<file path="config.mk">
export PLATFORM = sky130hd
export DESIGN_NAME = fbp_flash_if
export DESIGN_NICKNAME = d
export VERILOG_FILES = /design/src/fbp_pkg.sv /design/src/fbp_sync.sv /design/src/fbp_fifo.sv /design/src/fbp_flash_if.sv
export SDC_FILE = /design/constraint.sdc
export NUM_CORES = 1
export LEC_CHECK = 0
export BUFFER_PORTS_ARGS = -buffer_cell sky130_fd_sc_hd__clkbuf_2
export CAP_MARGIN = 5
export CORE_MARGIN = 3
export CORE_UTILIZATION = 48
export CTS_CLUSTER_SIZE = 25
export DETAILED_ROUTE_END_ITERATION = 6
export GPL_ROUTABILITY_DRIVEN = 1
export PLACE_DENSITY = 0.67
export SETUP_SLACK_MARGIN = 0.15
export SYNTH_ARGS = -nofsm -noshare
export SYNTH_HDL_FRONTEND = slang
export SYNTH_HIERARCHICAL = 1
export SYNTH_SLANG_ARGS = --single-unit
</file>
<file path="constraint.sdc">
create_clock -name core_clk -period 6.06 [get_ports core_clk]
set_clock_uncertainty 0.1 [all_clocks]
set_input_delay 0.303 -clock core_clk [delete_from_list [all_inputs] [get_ports core_clk]]
set_output_delay 0.303 -clock core_clk [all_outputs]
set_load 0.01 [all_outputs]
</file>
<file path="src/fbp_pkg.sv">
// Shared constants, enumerations and carriers for the flash bus pin interface
package fbp_pkg;

	// ==========================================================================
	// Widths (largest density: 25 array address bits plus the die select bit)
	localparam int ADDR_W      = 25;
	localparam int PIN_ADDR_W  = 26;
	localparam int TOP_DIE_BIT = 25;
	localparam int DATA_W      = 16;
	localparam int NUM_BLK     = 8;
	localparam int BLK_W       = 3;
	localparam int BLK_LSB     = 22;
	localparam int FIFO_DEPTH  = 16;

	// ==========================================================================
	// Read configuration register fields and reset value
	localparam int           RCR_HOLD_POL_BIT = 10;
	localparam int           RCR_ASYNC_BIT    = 15;
	localparam logic [15:0]  RCR_RESET        = 16'h8000;

	// ==========================================================================
	// Status register fields and reset value
	localparam logic [7:0] STATUS_RESET = 8'h80;
	localparam int         ST_READY     = 7;
	localparam int         ST_ERASE_ERR = 5;
	localparam int         ST_PROG_ERR  = 4;
	localparam int         ST_VPP_ERR   = 3;
	localparam int         ST_LOCK_ERR  = 1;

	// ==========================================================================
	// Command codes on the low data byte
	localparam logic [7:0] CMD_READ_ARRAY   = 8'hff;
	localparam logic [7:0] CMD_READ_STATUS  = 8'h70;
	localparam logic [7:0] CMD_READ_CFG     = 8'h90;
	localparam logic [7:0] CMD_CLEAR_STATUS = 8'h50;
	localparam logic [7:0] CMD_PROGRAM      = 8'h40;
	localparam logic [7:0] CMD_ERASE        = 8'h20;
	localparam logic [7:0] CMD_CONFIRM      = 8'hd0;
	localparam logic [7:0] CMD_LOCK_SETUP   = 8'h60;
	localparam logic [7:0] CMD_LOCK         = 8'h01;
	localparam logic [7:0] CMD_LOCKDOWN     = 8'h2f;
	localparam logic [7:0] CMD_SET_RCR      = 8'h03;

	// ==========================================================================
	// Timing: link clock edges of hold before the first burst word; block lock state at reset
	localparam logic [2:0] BURST_LATENCY = 3'h4;
	localparam logic       LOCK_RESET    = 1'b1;

	// ==========================================================================
	// Types
	typedef enum logic [1:0] {
		CS_IDLE      = 2'b00,
		CS_PROG_DATA = 2'b01,
		CS_ERASE_CNF = 2'b10,
		CS_LOCK_SEL  = 2'b11
	} fbp_cmd_state_e;

	typedef enum logic [1:0] {
		RD_ARRAY  = 2'b00,
		RD_STATUS = 2'b01,
		RD_CFG    = 2'b10
	} fbp_read_mode_e;

	typedef enum logic {
		OP_PROGRAM = 1'b0,
		OP_ERASE   = 1'b1
	} fbp_op_e;

	typedef struct packed {
		logic [PIN_ADDR_W-1:0] addr;
		logic [DATA_W-1:0]     dq;
		logic                  address_latch_strobe_n;
		logic                  die_select_n;
		logic                  die_output_enable_n;
		logic                  write_strobe_n;
		logic                  link_clk;
		logic                  pin_reset_n;
		logic                  write_protect_n;
		logic                  prog_supply_ok;
	} fbp_pin_in_s;

	typedef struct packed {
		fbp_op_e           op;
		logic [ADDR_W-1:0] addr;
		logic [DATA_W-1:0] data;
	} fbp_array_op_s;

endpackage

</file>
<file path="src/fbp_sync.sv">
// Two-stage synchroniser for a bundle of pin inputs
`timescale 1ns/1ps
`default_nettype none
module fbp_sync #(
	parameter int W = 1
) (
	input  wire logic         core_clk,
	input  wire logic         reset,
	input  wire logic [W-1:0] d,
	output logic      [W-1:0] q
);
	logic [W-1:0] meta_ff;

	// First stage feeds only the second
	always_ff @(posedge core_clk or posedge reset) begin
		if (reset) begin
			meta_ff <= '0;
			q       <= '0;
		end else begin
			meta_ff <= d;
			q       <= meta_ff;
		end
	end
endmodule
`default_nettype wire

</file>
<file path="src/fbp_fifo.sv">
// Operation FIFO with registered output stage
`timescale 1ns/1ps
`default_nettype none
module fbp_fifo #(
	parameter int W     = 8,
	parameter int DEPTH = 16
) (
	input  wire logic         core_clk,
	input  wire logic         reset,
	input  wire logic         in_valid,
	input  wire logic [W-1:0] in_data,
	output logic              in_ready,
	output logic              out_valid,
	input  wire logic         out_ready,
	output logic      [W-1:0] out_data
);
	localparam int PW = $clog2(DEPTH);

	logic [W-1:0]  mem_ff [DEPTH];
	logic [PW-1:0] wr_ptr_ff;
	logic [PW-1:0] rd_ptr_ff;
	logic [PW:0]   count_ff;

	// Handshake decode
	wire push  = in_valid && in_ready;
	wire load  = !out_valid || out_ready;
	wire pop   = load && (count_ff != '0);
	assign in_ready = (count_ff != (PW+1)'(DEPTH));

	// Storage write
	always_ff @(posedge core_clk) begin
		if (push) begin
			mem_ff[wr_ptr_ff] <= in_data;
		end
	end

	// Pointers, count and output stage
	always_ff @(posedge core_clk or posedge reset) begin
		if (reset) begin
			wr_ptr_ff <= '0;
			rd_ptr_ff <= '0;
			count_ff  <= '0;
			out_valid <= 1'b0;
			out_data  <= '0;
		end else begin
			if (push) wr_ptr_ff <= wr_ptr_ff + 1'b1;
			if (pop) rd_ptr_ff <= rd_ptr_ff + 1'b1;
			count_ff <= count_ff + (PW+1)'(push) - (PW+1)'(pop);
			if (load) out_valid <= pop;
			if (pop) out_data <= mem_ff[rd_ptr_ff];
		end
	end
endmodule
`default_nettype wire

</file>
<file path="src/fbp_flash_if.sv">
// Device-side pin interface of a 16-bit parallel NOR flash
// Notes on behaviour
// Address bus holds 25 array bits, the 512-Mbit width.
// Topmost address bit high selects the top-parameter die.
// Data bus takes commands and data on writes, returns array, status, config reads.
// Data lines float whenever die select or output enable is inactive.
// Synchronous mode latches address on strobe rise or first clock edge with strobe low.
// Asynchronous mode latches on strobe rise; address flows through while strobe low.
// Link clock is used only in synchronous read mode.
// Die select inactive means standby; data and hold indicator float.
// Host keeps die select high when not accessing the device.
// Output enable low drives data; high floats data and hold indicator.
// Reset pin low resets automation and blocks all writes.
// Leaving reset enters asynchronous array read mode.
// Config register bit 10 sets the asserted level of the hold indicator.
// Hold indicator driven only while die select and output enable are low.
// In burst reads hold is asserted while data is invalid.
// Hold stays deasserted in asynchronous reads and all writes.
// Address and data are latched at the write strobe rising edge.
// Write protect low enables lock-down; locked-down blocks ignore unlock.
// Write protect high overrides lock-down so blocks can be unlocked and altered.
// Program supply at lockout level refuses any change to memory.
// Write latches on whichever of write strobe or die select rises first.
// Host asserts die select and write strobe with reset and output enable inactive.
// Status reads 0x80 after power-up or reset.
// Program supply is one input flag; program and erase while low are rejected.
// Hold polarity defaults to active low until config register is written.
`timescale 1ns/1ps
`default_nettype none
module fbp_flash_if
	import fbp_pkg::*;
(
	input  wire logic                core_clk,
	input  wire logic                reset,
	input  wire fbp_pin_in_s         pins,
	output logic      [DATA_W-1:0]   dq_out_ff,
	output logic                     dq_oe_n_ff,
	output logic                     hold_ff,
	output logic                     hold_oe_n_ff,
	output logic                     top_die_sel_ff,
	output logic      [ADDR_W-1:0]   array_rd_addr_ff,
	input  wire logic [DATA_W-1:0]   array_rd_data,
	output logic                     op_valid,
	input  wire logic                op_ready,
	output fbp_array_op_s            op_data
);
	// ==========================================================================
	// Pin synchronisation and edge detection
	fbp_pin_in_s pin_s;
	fbp_pin_in_s pin_q_ff;

	fbp_sync #(
		.W ($bits(fbp_pin_in_s))
	) u_sync (
		.core_clk (core_clk),
		.reset    (reset),
		.d        (pins),
		.q        (pin_s)
	);

	// Previous sample, for edges and for the last value of a write cycle
	always_ff @(posedge core_clk or posedge reset) begin
		if (reset) begin
			pin_q_ff <= '0;
		end else begin
			pin_q_ff <= pin_s;
		end
	end

	logic [15:0]     rcr_ff;
	fbp_cmd_state_e  cmd_st_ff;
	fbp_read_mode_e  rd_mode_ff;
	logic [6:0]      err_ff;
	logic            pend_valid_ff;
	fbp_array_op_s   pend_op_ff;
	logic [PIN_ADDR_W-1:0] lat_addr_ff;
	logic            sync_cap_ff;
	logic [2:0]      wait_cnt_ff;
	logic            wr_act_ff;
	logic [NUM_BLK-1:0] lock_ff;
	logic [NUM_BLK-1:0] lkdn_ff;

	// Decoded pin conditions
	wire rst_act   = !pin_s.pin_reset_n;
	wire sync_mode = !rcr_ff[RCR_ASYNC_BIT];
	wire hold_pol  = rcr_ff[RCR_HOLD_POL_BIT];
	wire clk_rise  = pin_s.link_clk && !pin_q_ff.link_clk;
	wire adv_low   = !pin_s.address_latch_strobe_n;
	wire adv_rise  = pin_s.address_latch_strobe_n && !pin_q_ff.address_latch_strobe_n;
	wire sel_out   = !pin_s.die_select_n && !pin_s.die_output_enable_n && !rst_act;
	wire read_sel  = sel_out && pin_s.write_strobe_n;

	// ==========================================================================
	// Address latch and burst sequencing
	wire sync_clk_cap = sync_mode && clk_rise && adv_low && !sync_cap_ff;
	wire sync_adv_cap = sync_mode && adv_rise && !sync_cap_ff;
	wire burst_step   = sync_mode && clk_rise && read_sel && !sync_clk_cap
	                    && (wait_cnt_ff == '0);
	wire burst_wait   = sync_mode && read_sel && (wait_cnt_ff != '0 || sync_clk_cap || sync_adv_cap);
	wire [ADDR_W-1:0] next_word = lat_addr_ff[ADDR_W-1:0] + 1'b1;

	// Latch follows the strobe; the link clock matters only in sync mode
	always_ff @(posedge core_clk or posedge reset) begin
		if (reset) begin
			lat_addr_ff <= '0;
			sync_cap_ff <= 1'b0;
		end else begin
			if (!sync_mode && adv_low) begin
				lat_addr_ff <= pin_s.addr;
			end else if (sync_clk_cap) begin
				lat_addr_ff <= pin_s.addr;
			end else if (sync_adv_cap) begin
				lat_addr_ff <= pin_q_ff.addr;
			end else if (burst_step) begin
				lat_addr_ff[ADDR_W-1:0] <= next_word;
			end
			if (!adv_low) sync_cap_ff <= 1'b0;
			else if (sync_clk_cap) sync_cap_ff <= 1'b1;
		end
	end

	// First-word latency counted in link clock edges
	always_ff @(posedge core_clk or posedge reset) begin
		if (reset) begin
			wait_cnt_ff <= '0;
		end else if (rst_act || !sync_mode) begin
			wait_cnt_ff <= '0;
		end else if (sync_clk_cap || sync_adv_cap) begin
			wait_cnt_ff <= BURST_LATENCY;
		end else if (clk_rise && read_sel && wait_cnt_ff != '0) begin
			wait_cnt_ff <= wait_cnt_ff - 1'b1;
		end
	end

	// ==========================================================================
	// Read data path and output drivers
	wire [7:0]  status_word = {!pend_valid_ff, err_ff};
	wire [15:0] rd_word = (rd_mode_ff == RD_STATUS) ? {8'h00, status_word} :
	                      (rd_mode_ff == RD_CFG)    ? rcr_ff : array_rd_data;

	// Drive data only while selected and output-enabled; hold follows polarity
	always_ff @(posedge core_clk or posedge reset) begin
		if (reset) begin
			dq_out_ff        <= '0;
			dq_oe_n_ff       <= 1'b1;
			hold_ff          <= 1'b1;
			hold_oe_n_ff     <= 1'b1;
			top_die_sel_ff   <= 1'b0;
			array_rd_addr_ff <= '0;
		end else begin
			dq_out_ff        <= rd_word;
			dq_oe_n_ff       <= !read_sel;
			hold_oe_n_ff     <= !sel_out;
			hold_ff          <= burst_wait ? hold_pol : !hold_pol;
			top_die_sel_ff   <= lat_addr_ff[TOP_DIE_BIT];
			array_rd_addr_ff <= lat_addr_ff[ADDR_W-1:0];
		end
	end

	// ==========================================================================
	// Write cycle capture: ends at the first of write strobe or select rising
	wire wr_act = !pin_s.die_select_n && !pin_s.write_strobe_n && !rst_act;
	wire wr_end = wr_act_ff && !wr_act && !rst_act;
	wire [ADDR_W-1:0] wr_addr = pin_q_ff.addr[ADDR_W-1:0];
	wire [DATA_W-1:0] wr_data = pin_q_ff.dq;
	wire [7:0]        cmd     = wr_data[7:0];
	wire [BLK_W-1:0]  blk     = wr_addr[BLK_LSB +: BLK_W];

	always_ff @(posedge core_clk or posedge reset) begin
		if (reset) begin
			wr_act_ff <= 1'b0;
		end else begin
			wr_act_ff <= wr_act;
		end
	end

	// Array operation checks
	wire vpp_bad    = !pin_s.prog_supply_ok;
	wire blk_locked = lock_ff[blk];
	wire op_cmd     = wr_end && ((cmd_st_ff == CS_PROG_DATA)
	                  || (cmd_st_ff == CS_ERASE_CNF && cmd == CMD_CONFIRM));
	wire op_is_ers  = (cmd_st_ff == CS_ERASE_CNF);
	wire op_ok      = op_cmd && !vpp_bad && !blk_locked && !pend_valid_ff;
	wire op_fail    = op_cmd && !op_ok;
	wire seq_bad    = wr_end && (cmd_st_ff == CS_ERASE_CNF) && (cmd != CMD_CONFIRM);
	wire lock_cyc   = wr_end && (cmd_st_ff == CS_LOCK_SEL);
	wire idle_cyc   = wr_end && (cmd_st_ff == CS_IDLE);

	// ==========================================================================
	// Command sequencer
	always_ff @(posedge core_clk or posedge reset) begin
		if (reset) begin
			cmd_st_ff  <= CS_IDLE;
			rd_mode_ff <= RD_ARRAY;
		end else if (rst_act) begin
			cmd_st_ff  <= CS_IDLE;
			rd_mode_ff <= RD_ARRAY;
		end else if (wr_end) begin
			cmd_st_ff <= CS_IDLE;
			unique case (cmd_st_ff)
				CS_IDLE: begin
					if (cmd == CMD_READ_ARRAY) rd_mode_ff <= RD_ARRAY;
					if (cmd == CMD_READ_STATUS) rd_mode_ff <= RD_STATUS;
					if (cmd == CMD_READ_CFG) rd_mode_ff <= RD_CFG;
					if (cmd == CMD_PROGRAM) begin
						cmd_st_ff  <= CS_PROG_DATA;
						rd_mode_ff <= RD_STATUS;
					end
					if (cmd == CMD_ERASE) begin
						cmd_st_ff  <= CS_ERASE_CNF;
						rd_mode_ff <= RD_STATUS;
					end
					if (cmd == CMD_LOCK_SETUP) cmd_st_ff <= CS_LOCK_SEL;
				end
				CS_PROG_DATA, CS_ERASE_CNF: begin
					rd_mode_ff <= RD_STATUS;
				end
				CS_LOCK_SEL: begin
					rd_mode_ff <= RD_ARRAY;
				end
			endcase
		end
	end

	// Error bits in status; a new error wins over a clear in the same cycle
	wire [6:0] err_set = {1'b0,
		(op_fail && op_is_ers) || seq_bad,
		op_fail && !op_is_ers,
		op_fail && vpp_bad,
		1'b0,
		op_fail && blk_locked,
		1'b0};
	wire err_clr = idle_cyc && (cmd == CMD_CLEAR_STATUS);

	always_ff @(posedge core_clk or posedge reset) begin
		if (reset) begin
			err_ff <= STATUS_RESET[6:0];
		end else if (rst_act) begin
			err_ff <= STATUS_RESET[6:0];
		end else begin
			err_ff <= (err_clr ? 7'h00 : err_ff) | err_set;
		end
	end

	// Read configuration register; config write carried on the address lines
	always_ff @(posedge core_clk or posedge reset) begin
		if (reset) begin
			rcr_ff <= RCR_RESET;
		end else if (rst_act) begin
			rcr_ff <= RCR_RESET;
		end else if (lock_cyc && cmd == CMD_SET_RCR) begin
			rcr_ff <= wr_addr[15:0];
		end
	end

	// ==========================================================================
	// Per-block lock and lock-down bits
	genvar gi;
	generate
		for (gi = 0; gi < NUM_BLK; gi++) begin : g_blk
			wire hit      = lock_cyc && (blk == BLK_W'(gi));
			wire do_lock  = hit && (cmd == CMD_LOCK || cmd == CMD_LOCKDOWN);
			wire do_lkdn  = hit && (cmd == CMD_LOCKDOWN);
			wire do_unlk  = hit && (cmd == CMD_CONFIRM)
			                && !(lkdn_ff[gi] && !pin_s.write_protect_n);

			always_ff @(posedge core_clk or posedge reset) begin
				if (reset) begin
					lock_ff[gi] <= LOCK_RESET;
					lkdn_ff[gi] <= 1'b0;
				end else if (rst_act) begin
					lock_ff[gi] <= LOCK_RESET;
					lkdn_ff[gi] <= 1'b0;
				end else begin
					if (do_lock) lock_ff[gi] <= 1'b1;
					else if (do_unlk) lock_ff[gi] <= 1'b0;
					if (do_lkdn) lkdn_ff[gi] <= 1'b1;
				end
			end
		end
	endgenerate

	// ==========================================================================
	// Pending operation handed to the FIFO; busy while it waits for room
	wire pend_ready;

	always_ff @(posedge core_clk or posedge reset) begin
		if (reset) begin
			pend_valid_ff <= 1'b0;
			pend_op_ff    <= '0;
		end else if (rst_act) begin
			pend_valid_ff <= 1'b0;
		end else if (op_ok) begin
			pend_valid_ff   <= 1'b1;
			pend_op_ff.op   <= op_is_ers ? OP_ERASE : OP_PROGRAM;
			pend_op_ff.addr <= wr_addr;
			pend_op_ff.data <= wr_data;
		end else if (pend_ready) begin
			pend_valid_ff <= 1'b0;
		end
	end

	fbp_fifo #(
		.W     ($bits(fbp_array_op_s)),
		.DEPTH (FIFO_DEPTH)
	) u_fifo (
		.core_clk  (core_clk),
		.reset     (reset),
		.in_valid  (pend_valid_ff),
		.in_data   (pend_op_ff),
		.in_ready  (pend_ready),
		.out_valid (op_valid),
		.out_ready (op_ready),
		.out_data  (op_data)
	);
endmodule
`default_nettype wire

</file>
==> results of run 1 <==
## cell usage after synthesis (4+ instances only)
cell and number:
sky130_fd_sc_hd__and3_1 6, sky130_fd_sc_hd__clkbuf_1 52, sky130_fd_sc_hd__nor4b_1 4, sky130_fd_sc_hd__a22oi_1 10, sky130_fd_sc_hd__dfstp_2 12, sky130_fd_sc_hd__xor2_1 6, sky130_fd_sc_hd__xnor2_1 14, sky130_fd_sc_hd__buf_6 16
sky130_fd_sc_hd__and2_1 22, sky130_fd_sc_hd__o21a_1 11, sky130_fd_sc_hd__edfxtp_1 672, sky130_fd_sc_hd__nand4_1 10, sky130_fd_sc_hd__mux2_1 42, sky130_fd_sc_hd__nand2b_1 7, sky130_fd_sc_hd__a211oi_1 9, sky130_fd_sc_hd__buf_2 23
sky130_fd_sc_hd__a221oi_2 30, sky130_fd_sc_hd__mux2i_1 76, sky130_fd_sc_hd__nor3b_1 7, sky130_fd_sc_hd__or4_1 4, sky130_fd_sc_hd__a21oi_1 25, sky130_fd_sc_hd__a31oi_1 5, sky130_fd_sc_hd__a221oi_1 13, sky130_fd_sc_hd__inv_1 31
sky130_fd_sc_hd__or2_2 4, sky130_fd_sc_hd__o21ai_0 23, sky130_fd_sc_hd__dfrtp_1 347, sky130_fd_sc_hd__nand3_1 26, sky130_fd_sc_hd__ha_1 19, sky130_fd_sc_hd__buf_4 8, sky130_fd_sc_hd__nand2_1 51, sky130_fd_sc_hd__nor2b_1 32
sky130_fd_sc_hd__nor4_1 9, sky130_fd_sc_hd__o211ai_1 16, sky130_fd_sc_hd__o22ai_1 49, sky130_fd_sc_hd__o21ai_1 5, sky130_fd_sc_hd__or3_1 4, sky130_fd_sc_hd__nor3_1 7, sky130_fd_sc_hd__mux4_2 170, sky130_fd_sc_hd__nor2_1 81
sky130_fd_sc_hd__o31ai_1 9
## how the worst max path moves through the flow
stage | start | slack (ps) | endpoint
floorplan | u_fifo/count_ff[2]$_DFF_PP0_ | 340 | u_fifo/mem_ff[0][0]$_DFFE_PP_
global route | u_fifo/count_ff[2]$_DFF_PP0_ | 2370 | u_fifo/mem_ff[11][35]$_DFFE_PP_
finish | u_fifo/count_ff[3]$_DFF_PP0_ | 2620 | u_fifo/mem_ff[11][35]$_DFFE_PP_
CTS | u_fifo/count_ff[2]$_DFF_PP0_ | 2630 | u_fifo/mem_ff[11][35]$_DFFE_PP_
detailed placement | u_fifo/count_ff[2]$_DFF_PP0_ | 2670 | u_fifo/mem_ff[11][35]$_DFFE_PP_
global placement | u_fifo/count_ff[2]$_DFF_PP0_ | 2790 | u_fifo/mem_ff[11][35]$_DFFE_PP_
## routing by layer
layer  vias up  share of wire [%]
met1     10524                 43
met4         0                1.5
met3        94                6.2
met2       666                 49
li1       8507                  -
met5         -                  0
## metrics by stage
step	total power, mW	instance area, sq um	setup slack [ps]
floorplan	9.729	38810	341.0
global placement	10.39	40710	2785
global route	17.06	44690	2375
CTS	16.61	44680	2632
finish	16.42	44690	2623
detailed placement	10.42	40710	2671
## tightest hold or removal path: stages
cell and delay [ps]:
sky130_fd_sc_hd__dlygate4sd3_1 530, sky130_fd_sc_hd__clkbuf_2 160, sky130_fd_sc_hd__inv_4 340
## sequential cells by signal, indices dropped and copies added, names as in the netlist, 25 cells and up
register,flops
u_fifo/mem_ff,672
u_sync/meta_ff,50
u_sync/q,50
pend_op_ff,42
u_fifo/out_data,42
lat_addr_ff,26
array_rd_addr_ff,25
pin_q_ff,25
## where the power goes
| part | total (mW) | switching (mW) | internal, mW |
|---|---|---|---|
| Combinational | 2.09 | 1.18 | 0.911 |
| Sequential | 8.17 | 0.463 | 7.70 |
| Clock | 6.16 | 2.54 | 3.61 |
## logic make-up after synthesis
family	Yosys count	share of synthesized area [%]
AOI/OAI and AO/OA	234	4.759
xor gates and xnor gates	20	0.4514
adders and majority gates	20	0.6643
buffers and inverters	139	1.883
DFF	1031	75.20
muxes	290	13.10
and+or+nand+nor	288	3.940
## placed cells by master, fill, tap and decap left out, types with 28 or more instances in the layout
cell	instances
sky130_fd_sc_hd__a221oi_2	30
sky130_fd_sc_hd__buf_4	35
sky130_fd_sc_hd__clkbuf_16	101
sky130_fd_sc_hd__clkbuf_2	157
sky130_fd_sc_hd__dfrtp_1	344
sky130_fd_sc_hd__dlygate4sd3_1	68
sky130_fd_sc_hd__edfxtp_1	672
sky130_fd_sc_hd__inv_1	28
sky130_fd_sc_hd__mux2_1	42
sky130_fd_sc_hd__mux2i_1	76
sky130_fd_sc_hd__mux4_2	170
sky130_fd_sc_hd__nand2_1	51
sky130_fd_sc_hd__nor2_1	77
sky130_fd_sc_hd__nor2b_1	32
sky130_fd_sc_hd__o22ai_1	49
## area by class of cell
class	instances	area [sq um]	share of cell area, %
Inverter	31	122.6	0.2744
Clock buffer	143	2853	6.384
Sequential cell	1031	29190	65.32
Tap cell	1050	1314	2.940
Clock inverter	44	436.7	0.9772
Multi-Input combinational cell	852	8982	20.10
Timing Repair Buffer	263	1789	4.004
==> impl_summary.txt, run 1 <==
----------------------------------------------------
[Clock tree]
  Clock latency reported for the late side of the worst-skew pair ... 650 ps
  Register clock-pin slew on the reported worst setup and hold paths ... 60 ps
  Count of H-tree levels built during CTS ... 3
  Sink count of the clock tree ... 1,031
  Quantity of gates resized following cts ... 0
  Clock buffer depth ... 3
  Count of hold buffers inserted by post-cts repair ... 68
  TritonCTS clock tree ... built
  Number of buffers inserted to repair setup after CTS ... 0
  TritonCTS buffer count ... 100
  Root buffer cell ... sky130_fd_sc_hd__clkbuf_16

[Setup path]
  Startpoint of the most critical register-to-register path ... u_fifo/count_ff[3]$_DFF_PP0_
  Crit-path most repeated cell ... sky130_fd_sc_hd__inv_1
  Critical path endpoint category ... register
  Critical Setup Path Class ... reg -> reg
  Family with the most delay on the worst path ... simple AND/OR/NAND/NOR gates
  Largest fanout on the critical path ... 22
  Arrival time of the worst setup path ... 3630 ps
  Cell with the largest stage delay on the worst path ... sky130_fd_sc_hd__and2_2
  Worst R2R End ... u_fifo/mem_ff[11][35]$_DFFE_PP_
  Total number of cells along the worst setup path ... 8
  CP cell instances ... inv_1 > ha_1 > nand4bb_1 > and2_1 > inv_1 > nor3b_1 > and2_2 > buf_4
  Crit start category ... register
  Endpoint required time on the critical path ... 6250 ps
  Cell depth of the worst flop-to-flop path ... 8
  Crit path buffers/inverters ... 3
  Largest stage delay, worst path ... 690 ps
  Setup slack on the worst flop-to-flop path ... 2620 ps

[Timing]
  Slew at the pin closest to its max-slew limit ... 1303 ps
  Unrepaired setup endpoints after global routing ... no
  Maximum frequency from static timing analysis ... 291.0 MHz
  Final critical-path share of the clock period ... 56.71%
  Pins Over Slew Limit ... 0
  Setup TNS ... 0 ps
  Shortest period the worst path allows ... 3437 ps
  Worst Hold Slack ... 171.7 ps
  # setup viols final ... 0
  Slew margin rel. ... 13.10%
  Final number of hold-violating endpoints ... 0

[Final layout]
  Total of fill cells in the finished design ... 5,855
  Number of non-filler instances in the completed layout ... 3,414
  Final net count ... 2,368
  Core occupancy in the finished layout ... 56.20%
  Share of cells above drive strength 1 ... 25.00%
  Synth-to-layout area growth ... 15.17%
  Inserted Diodes ... 0

[Power and ir drop]
  Worst-case vdd ir drop ... 0.0002913 V
  Ratio of total power to cell area ... 367.4 nW/um^2
  Leakage ... 14.47 nW

[Floorplan]
  Die Width ... 290.3 microns
  Die outline area ... 84,290 sq um
  Site Rows ... 103
  Initial cell density of the core ... 48.80%
  Die Height ... 290.3 microns
  Top-Level Pins ... 157
  Floorplan Core Area ... 79,520 sq um

[Synthesis]
  Fraction of the yosys area taken by sequential cells ... 75.20%
  Synthesis warning total ... 6
  Largest cells by area after synthesis ... sky130_fd_sc_hd__edfxtp_1 52%, sky130_fd_sc_hd__dfrtp_1 22%, sky130_fd_sc_hd__mux4_2 9.9%, sky130_fd_sc_hd__mux2i_1 2.0%, sky130_fd_sc_hd__mux2_1 1.2%
  Post-Syn Area per Cell ... 19.19 sq um
  Number of synthesized flops with an enable pin ... 672
  Synthesized net count ... 2,111
  Unique masters post-synth ... 78
  Share of Yosys cell area claimed by the top area cell type ... 52.01%
  Post-synthesis cell type with the largest combined area ... sky130_fd_sc_hd__edfxtp_1
  Cell area after technology mapping ... 38,800 sq um
  Async set-or-reset flop fraction in the synthesized netlist ... 34.82%
  FF+latch count, synth ... 1,031
  Post-synth top flop ... sky130_fd_sc_hd__edfxtp_1
  Number of standard cells after synthesis ... 2,022

[Global route]
  Peak-usage layer in the global routing report ... met2
  Met2 demand-to-capacity share in global routing ... 33.57%
  Initial antenna violation count ... 0
  Maximum number of pins on one net before global-route repair ... 143
  Wire length of the first global-routing pass ... 131,800 microns
  Met1 demand-to-capacity share in global routing ... 29.09%
  Total global-route track usage ... 20.47%
  Final global-route overflow total ... 0
  Via count of the first global-routing pass ... 21,088
  M3 GR Usage ... 3.653%

[Route]
  Routed via count divided by cell count ... 5.797
  Post-DRT Antenna Nets ... 0
  DRC viols ... 0
  Drt initial violations ... 1,891
  Via Count ... 19,791
  Per-cell routed wire length ... 24.97 microns
  Total iterations of the first detailed-routing run ... 7
  Wire length reported by the detailed router ... 85,250 microns

[Min path]
  Type of the most critical hold path ... in -> async

[Flow run]
  Max-capacitance violation count ... 0

[Outcome]
  Run status ... complete, no violations

[Placement]
  Final weighted congestion of routability-driven global placement ... 0.8367
  Sum of net half-perimeters after detailed placement ... 49,260 microns
  Placed Cells incl. Taps ... 3,158
  IO Port Bufs ... 156

----------------------------------------------------
(Power assumes the default switching activity.)
==> inputs of run 2 (changes only) <==
Settings changed: ABC_AREA from default to 1, PLACE_DENSITY 0.67 to default.
Clock period 6.06 ns to 3.54 ns, I/O delays scaled along.
==> impl_summary.txt, run 2 <==
----------------------------------------------------
[Outcome]
  Run status ... complete, no violations

[Clock tree]
  Quantity of gates resized following cts ... 0
  TritonCTS clock tree ... built
  Register clock-pin slew on the reported worst setup and hold paths ... 60 ps
  TritonCTS buffer count ... 104
  Count of hold buffers inserted by post-cts repair ... 68
  Sink count of the clock tree ... 1,031
  Clock latency reported for the late side of the worst-skew pair ... 660 ps
  Number of buffers inserted to repair setup after CTS ... 0
  Clock buffer depth ... 3
  Count of H-tree levels built during CTS ... 3
  Root buffer cell ... sky130_fd_sc_hd__clkbuf_16

[Global route]
  Via count of the first global-routing pass ... 25,442
  Initial antenna violation count ... 3
  Met2 demand-to-capacity share in global routing ... 36.21%
  M3 GR Usage ... 3.512%
  Maximum number of pins on one net before global-route repair ... 182
  Met1 demand-to-capacity share in global routing ... 32.09%
  Total global-route track usage ... 22.71%
  Wire length of the first global-routing pass ... 152,600 microns
  Final global-route overflow total ... 0
  Peak-usage layer in the global routing report ... met2

[Synthesis]
  Largest cells by area after synthesis ... sky130_fd_sc_hd__edfxtp_1 50%, sky130_fd_sc_hd__dfrtp_1 21%, sky130_fd_sc_hd__nand2_1 12%, sky130_fd_sc_hd__nand3_1 6.2%, sky130_fd_sc_hd__a21oi_1 1.3%
  Synthesized net count ... 3,625
  Synthesis warning total ... 6
  Number of standard cells after synthesis ... 3,536
  Cell area after technology mapping ... 40,420 sq um
  Number of synthesized flops with an enable pin ... 672
  Post-Syn Area per Cell ... 11.43 sq um
  Post-synth top flop ... sky130_fd_sc_hd__edfxtp_1
  Share of Yosys cell area claimed by the top area cell type ... 49.92%
  Async set-or-reset flop fraction in the synthesized netlist ... 34.82%
  List of most frequent post-synthesis cells ... 1,266 x sky130_fd_sc_hd__nand2_1, 672 x sky130_fd_sc_hd__edfxtp_1, 499 x sky130_fd_sc_hd__nand3_1
  Most repeated cell in the gate-level netlist after synthesis ... sky130_fd_sc_hd__nand2_1
  Unique masters post-synth ... 39
  Post-synthesis cell type with the largest combined area ... sky130_fd_sc_hd__edfxtp_1
  Fraction of the yosys area taken by sequential cells ... 72.19%
  FF+latch count, synth ... 1,031

[Timing]
  Final critical-path share of the clock period ... 75.11%
  Slew at the pin closest to its max-slew limit ... 1093 ps
  Shortest period the worst path allows ... 2659 ps
  Unrepaired setup endpoints after global routing ... no
  Setup TNS ... 0 ps
  Slew margin rel. ... 26.85%
  Worst Hold Slack ... 74.19 ps
  # setup viols final ... 0
  Final number of hold-violating endpoints ... 0
  Pins Over Slew Limit ... 0
  Maximum frequency from static timing analysis ... 376.1 MHz

[Final layout]
  Inserted Diodes ... 0
  Commonest cells after routing, fill and taps aside ... 1,266 x sky130_fd_sc_hd__nand2_1, 672 x sky130_fd_sc_hd__edfxtp_1, 499 x sky130_fd_sc_hd__nand3_1
  Register with the most flip-flops ... u_fifo/mem_ff
  Share of cells above drive strength 1 ... 11.84%
  Largest registers ... u_fifo/mem_ff: 672 flops, u_sync/meta_ff: 50 flops, u_sync/q: 50 flops
  Core occupancy in the finished layout ... 56.17%
  Reg area ... 29,190 sq um
  Area taken by multi-input logic gates ... 9874 sq um
  Number of non-filler instances in the completed layout ... 4,914
  Synth-to-layout area growth ... 15.03%
  Total of fill cells in the finished design ... 6,910
  Final net count ... 3,844
  Most common cell after layout, fill and taps aside ... sky130_fd_sc_hd__nand2_1
  Max reg flops ... 672

[Floorplan]
  Die outline area ... 87,730 sq um
  Floorplan Core Area ... 82,770 sq um
  Site Rows ... 105
  Die Height ... 296.2 microns
  Top-Level Pins ... 157
  Initial cell density of the core ... 48.84%
  Die Width ... 296.2 microns

[Route]
  Drt initial violations ... 2,154
  DRC viols ... 0
  Via Count ... 26,181
  Post-DRT Antenna Nets ... 0
  Total iterations of the first detailed-routing run ... 6
  Routed via count divided by cell count ... 5.328
  Per-cell routed wire length ... 20.07 microns
  Wire length reported by the detailed router ... 98,620 microns

[Placement]
  IO Port Bufs ... 156
  Placed Cells incl. Taps ... 4,651
  Final weighted congestion of routability-driven global placement ... 0.8321
  Sum of net half-perimeters after detailed placement ... 56,810 microns

[Setup path]
  Critical Path Source ... u_fifo/count_ff[2]$_DFF_PP0_
  Crit start category ... register
  Arrival time of the worst setup path ... 2890 ps
  Largest fanout on the critical path ... 13
  Cell depth of the worst flop-to-flop path ... 8
  Critical Setup Path Class ... reg -> reg
  Setup slack on the worst flop-to-flop path ... 880 ps
  Startpoint of the most critical register-to-register path ... u_fifo/count_ff[2]$_DFF_PP0_
  Worst R2R End ... u_fifo/mem_ff[13][2]$_DFFE_PP_
  Worst setup path endpoint ... u_fifo/mem_ff[13][2]$_DFFE_PP_
  Critical path endpoint category ... register
  Endpoint required time on the critical path ... 3770 ps

[Power and ir drop]
  Ratio of total power to cell area ... 675.6 nW/um^2
  Post-layout total power ... 31.41 mW
  Worst-case vdd ir drop ... 0.0008596 V
  Leakage ... 20.02 nW

[Min path]
  Type of the most critical hold path ... in -> reg

[Flow run]
  Max-capacitance violation count ... 0

----------------------------------------------------
run 2: cell count changes after synthesis, sizes merged, moves of 32 or more:
cell,previous run,this run
mux4,170,0
mux2,44,0
a21oi,26,110
nand3,26,501
inv,31,104
o21ai,28,97
mux2i,76,0
buf,52,147
a221oi,43,0
o22ai,49,0
nor2,82,146
nor2b,32,0
nand2,51,1268
run 2: layer usage:
metal	wire length (microns)	vias up
li1	-	12431
met4	3102	0
met1	43430	12814
met2	46360	776
met3	5724	160
met5	0	-
run 2: layout make-up:
| type | instances | area share [%] |
|---|---|---|
| Clock inverter | 48 | 0.9258 |
| Clock buffer | 147 | 6.572 |
| Tap cell | 1070 | 2.880 |
| Sequential cell | 1031 | 62.78 |
| Inverter | 106 | 0.8962 |
| Multi-Input combinational cell | 2221 | 21.24 |
| Timing Repair Buffer | 291 | 4.709 |
run 2: worst max-delay path: stages (launching register included):
cell	delay, ps
sky130_fd_sc_hd__dfrtp_1	360
sky130_fd_sc_hd__inv_1	70
sky130_fd_sc_hd__ha_1	210
sky130_fd_sc_hd__nand4_1	110
sky130_fd_sc_hd__nand2_1	170
sky130_fd_sc_hd__inv_1	180
sky130_fd_sc_hd__nand2_1	250
sky130_fd_sc_hd__nor2_4	530
sky130_fd_sc_hd__buf_4	350
run 2: cell families after synthesis:
kind of cell / share of synthesized area, %
flip-flops: 72.19
adder cells (fa/ha/maj): 0.6377
AND/OR/NAND/NOR: 19.89
XOR/XNOR: 0.3901
buffers and inverters: 3.727
AO/OA/AOI/OAI: 3.167
run 2: power breakdown:
group | leakage, nW | switching, mW | internal (mW)
clock | 1.72 | 4.52 | 6.51
combinational | 6.12 | 4.85 | 1.91
sequential | 12.2 | 0.396 | 13.2
run 2: per-stage QoR:
| stage | setup WS (ps) | cell area (sq um) |
|---|---|---|
| 2_1_floorplan | 178.1 | 40420 |
| 3_3_place_gp | 969.9 | 42330 |
| 3_5_place_dp | 930.0 | 42330 |
| 4_1_cts | 909.0 | 46490 |
| 5_1_grt | 709.4 | 46490 |
| 6_report | 881.2 | 46490 |
run 2: worst min path at each step:
stage,from,to,slack (ps),cells past startpoint
after floorplan,pins[0],u_sync/meta_ff[0]$_DFF_PP0_,110,0
after global placement,pins[4],u_sync/meta_ff[4]$_DFF_PP0_,180,1
after detailed placement,pins[20],u_sync/meta_ff[20]$_DFF_PP0_,190,1
after CTS,pins[40],u_sync/meta_ff[40]$_DFF_PP0_,30,2
after global routing,pins[1],u_sync/meta_ff[1]$_DFF_PP0_,60,2
final,pins[22],u_sync/meta_ff[22]$_DFF_PP0_,70,2
==> inputs of run 3 (changes only) <==
Settings changed: PLACE_DENSITY from default to 0.67.
Clock period 3.54 ns to 2.4 ns, I/O delays scaled along.
==> impl_summary.txt, run 3 (synthesized netlist as in run 2, its figures left out) <==
----------------------------------------------------
[Outcome]
  Run status ... complete, no violations

[Setup path]
  Cell with the largest stage delay on the worst path ... sky130_fd_sc_hd__dfrtp_1
  Critical path endpoint category ... register
  Arrival time of the worst setup path ... 2670 ps
  Setup slack on the worst flop-to-flop path ... 160 ps
  Cell depth of the worst flop-to-flop path ... 12
  Worst setup path endpoint ... u_fifo/count_ff[4]$_DFF_PP0_
  Startpoint of the most critical register-to-register path ... u_fifo/count_ff[2]$_DFF_PP0_
  Total number of cells along the worst setup path ... 12
  Critical Path Source ... u_fifo/count_ff[2]$_DFF_PP0_
  Family with the most delay on the worst path ... adder cells
  Largest fanout on the critical path ... 2
  Crit path buffers/inverters ... 3
  CP cell instances ... inv_2 > ha_4 > nand4_1 > nand2_2 > ha_4 > inv_2 > ha_4 > inv_2 > fa_2 > o21ai_2 > a21oi_2 > xor2_1
  Endpoint required time on the critical path ... 2820 ps
  Worst R2R End ... u_fifo/count_ff[4]$_DFF_PP0_
  Largest stage delay, worst path ... 390 ps
  Crit start category ... register
  Critical Setup Path Class ... reg -> reg

[Global route]
  Maximum number of pins on one net before global-route repair ... 86
  Via count of the first global-routing pass ... 25,831
  Initial antenna violation count ... 0
  Total global-route track usage ... 22.43%
  Wire length of the first global-routing pass ... 151,400 microns
  Final global-route overflow total ... 0

[Final layout]
  Final net count ... 3,883
  Max reg flops ... 672
  Most common cell after layout, fill and taps aside ... sky130_fd_sc_hd__nand2_1
  Reg area ... 29,190 sq um
  Inserted Diodes ... 0
  Final Cell Area ... 46,860 sq um
  Largest registers ... u_fifo/mem_ff: 672 flops, u_sync/meta_ff: 50 flops, u_sync/q: 50 flops
  Commonest cells after routing, fill and taps aside ... 1,262 x sky130_fd_sc_hd__nand2_1, 672 x sky130_fd_sc_hd__edfxtp_1, 499 x sky130_fd_sc_hd__nand3_1
  Total of fill cells in the finished design ... 6,677
  Area taken by multi-input logic gates ... 9932 sq um
  Synth-to-layout area growth ... 15.93%
  Register with the most flip-flops ... u_fifo/mem_ff
  Core occupancy in the finished layout ... 56.62%
  Share of cells above drive strength 1 ... 12.19%

[Clock tree]
  TritonCTS buffer count ... 98
  Clock latency reported for the late side of the worst-skew pair ... 640 ps
  Sink count of the clock tree ... 1,031
  Clock buffer depth ... 3
  Count of H-tree levels built during CTS ... 3
  Register clock-pin slew on the reported worst setup and hold paths ... 70 ps
  Root buffer cell ... sky130_fd_sc_hd__clkbuf_16
  TritonCTS clock tree ... built

[Min path]
  Type of the most critical hold path ... in -> reg

[Route]
  Per-cell routed wire length ... 19.76 microns
  Total iterations of the first detailed-routing run ... 5
  Drt initial violations ... 2,153
  Via Count ... 26,424
  DRC viols ... 0
  Wire length reported by the detailed router ... 97,640 microns
  Post-DRT Antenna Nets ... 0
  Routed via count divided by cell count ... 5.348

[Placement]
  Sum of net half-perimeters after detailed placement ... 56,080 microns
  Setup Slack @ Placement ... 132.5 ps
  IO Port Bufs ... 156
  Cell Area, Placed ... 42,880 sq um
  Final weighted congestion of routability-driven global placement ... 0.8601

[Floorplan]
  Die Height ... 296.2 microns
  Site Rows ... 105
  Top-Level Pins ... 157
  Die outline area ... 87,730 sq um
  Initial cell density of the core ... 48.84%
  Floorplan Core Area ... 82,770 sq um
  Die Width ... 296.2 microns

[Timing]
  Shortest period the worst path allows ... 2242 ps
  Final number of hold-violating endpoints ... 0
  Final critical-path share of the clock period ... 93.41%
  Final worst-path setup slack ... 158.2 ps
  Slew at the pin closest to its max-slew limit ... 1133 ps
  Slew margin rel. ... 24.28%
  Maximum frequency from static timing analysis ... 446.1 MHz
  Pins Over Slew Limit ... 0
  # setup viols final ... 0
  Unrepaired setup endpoints after global routing ... yes

[Power and ir drop]
  Leakage ... 20.09 nW
  Post-layout total power ... 45.31 mW
  Worst-case vdd ir drop ... 0.0007918 V
  Ratio of total power to cell area ... 966.9 nW/um^2

[Flow run]
  Max-capacitance violation count ... 0

----------------------------------------------------
## run 3: timing repair
action	CTS	global route
endpoints found under the setup margin	1	62
buffers inserted	0	4
gates resized for setup	2	5
endpoints found under the hold margin	311	0
pin swaps	0	6
hold buffers	85	0
## run 3: power breakdown
group	total, mW	switching, mW	leakage, nW	internal, mW
clock network	14.8	6.38	1.50	8.47
logic	10.4	7.25	6.42	3.18
registers	20.0	0.541	12.2	19.5
## run 3: worst min path at each step
stage | to | from | cells past startpoint
after detailed placement | u_sync/meta_ff[24]$_DFF_PP0_ | pins[24] | 1
final | u_sync/meta_ff[32]$_DFF_PP0_ | pins[32] | 2
after floorplan | u_sync/meta_ff[0]$_DFF_PP0_ | pins[0] | 0
after global placement | u_sync/meta_ff[6]$_DFF_PP0_ | pins[6] | 1
after global routing | u_sync/meta_ff[32]$_DFF_PP0_ | pins[32] | 2
after CTS | u_sync/meta_ff[5]$_DFF_PP0_ | pins[5] | 2
## run 3: metrics by stage
stage / instances / hold WS (ps) / TNS (ps)
after floorplan: 3536 / 51.43 / -84160
after global placement: 4675 / 127.7 / 0
after detailed placement: 4675 / 129.6 / 0
after CTS: 4937 / 0.08077 / 0
after global routing: 4941 / 17.40 / 0
final: 4941 / 32.61 / 0
## run 3: cell type report
cell class	count	area share, %
sequential	1031	62.29
multi-input combinational	2221	21.20
timing repair buffer	336	6.213
clock buffer	146	5.954
tap	1070	2.857
inverter	106	0.8918
clock inverter	31	0.5981
## run 3: metal layers
| layer | vias to the layer above | track usage, % | wire length [microns] |
|---|---|---|---|
| met5 | - | 0 | 0 |
| met4 | 0 | 6.062 | 2212 |
| met3 | 148 | 3.228 | 5981 |
| met2 | 898 | 37.78 | 48260 |
| met1 | 12881 | 30.81 | 41180 |
| li1 | 12497 | - | - |
## run 3: worst reg2reg max path, cell delays in order, from the launching register on
cell and delay [ps]:
sky130_fd_sc_hd__dfrtp_1 390, sky130_fd_sc_hd__inv_2 90, sky130_fd_sc_hd__ha_4 130, sky130_fd_sc_hd__nand4_1 110, sky130_fd_sc_hd__nand2_2 130, sky130_fd_sc_hd__ha_4 210, sky130_fd_sc_hd__inv_2 60, sky130_fd_sc_hd__ha_4 120
sky130_fd_sc_hd__inv_2 40, sky130_fd_sc_hd__fa_2 390, sky130_fd_sc_hd__o21ai_2 160, sky130_fd_sc_hd__a21oi_2 70, sky130_fd_sc_hd__xor2_1 140
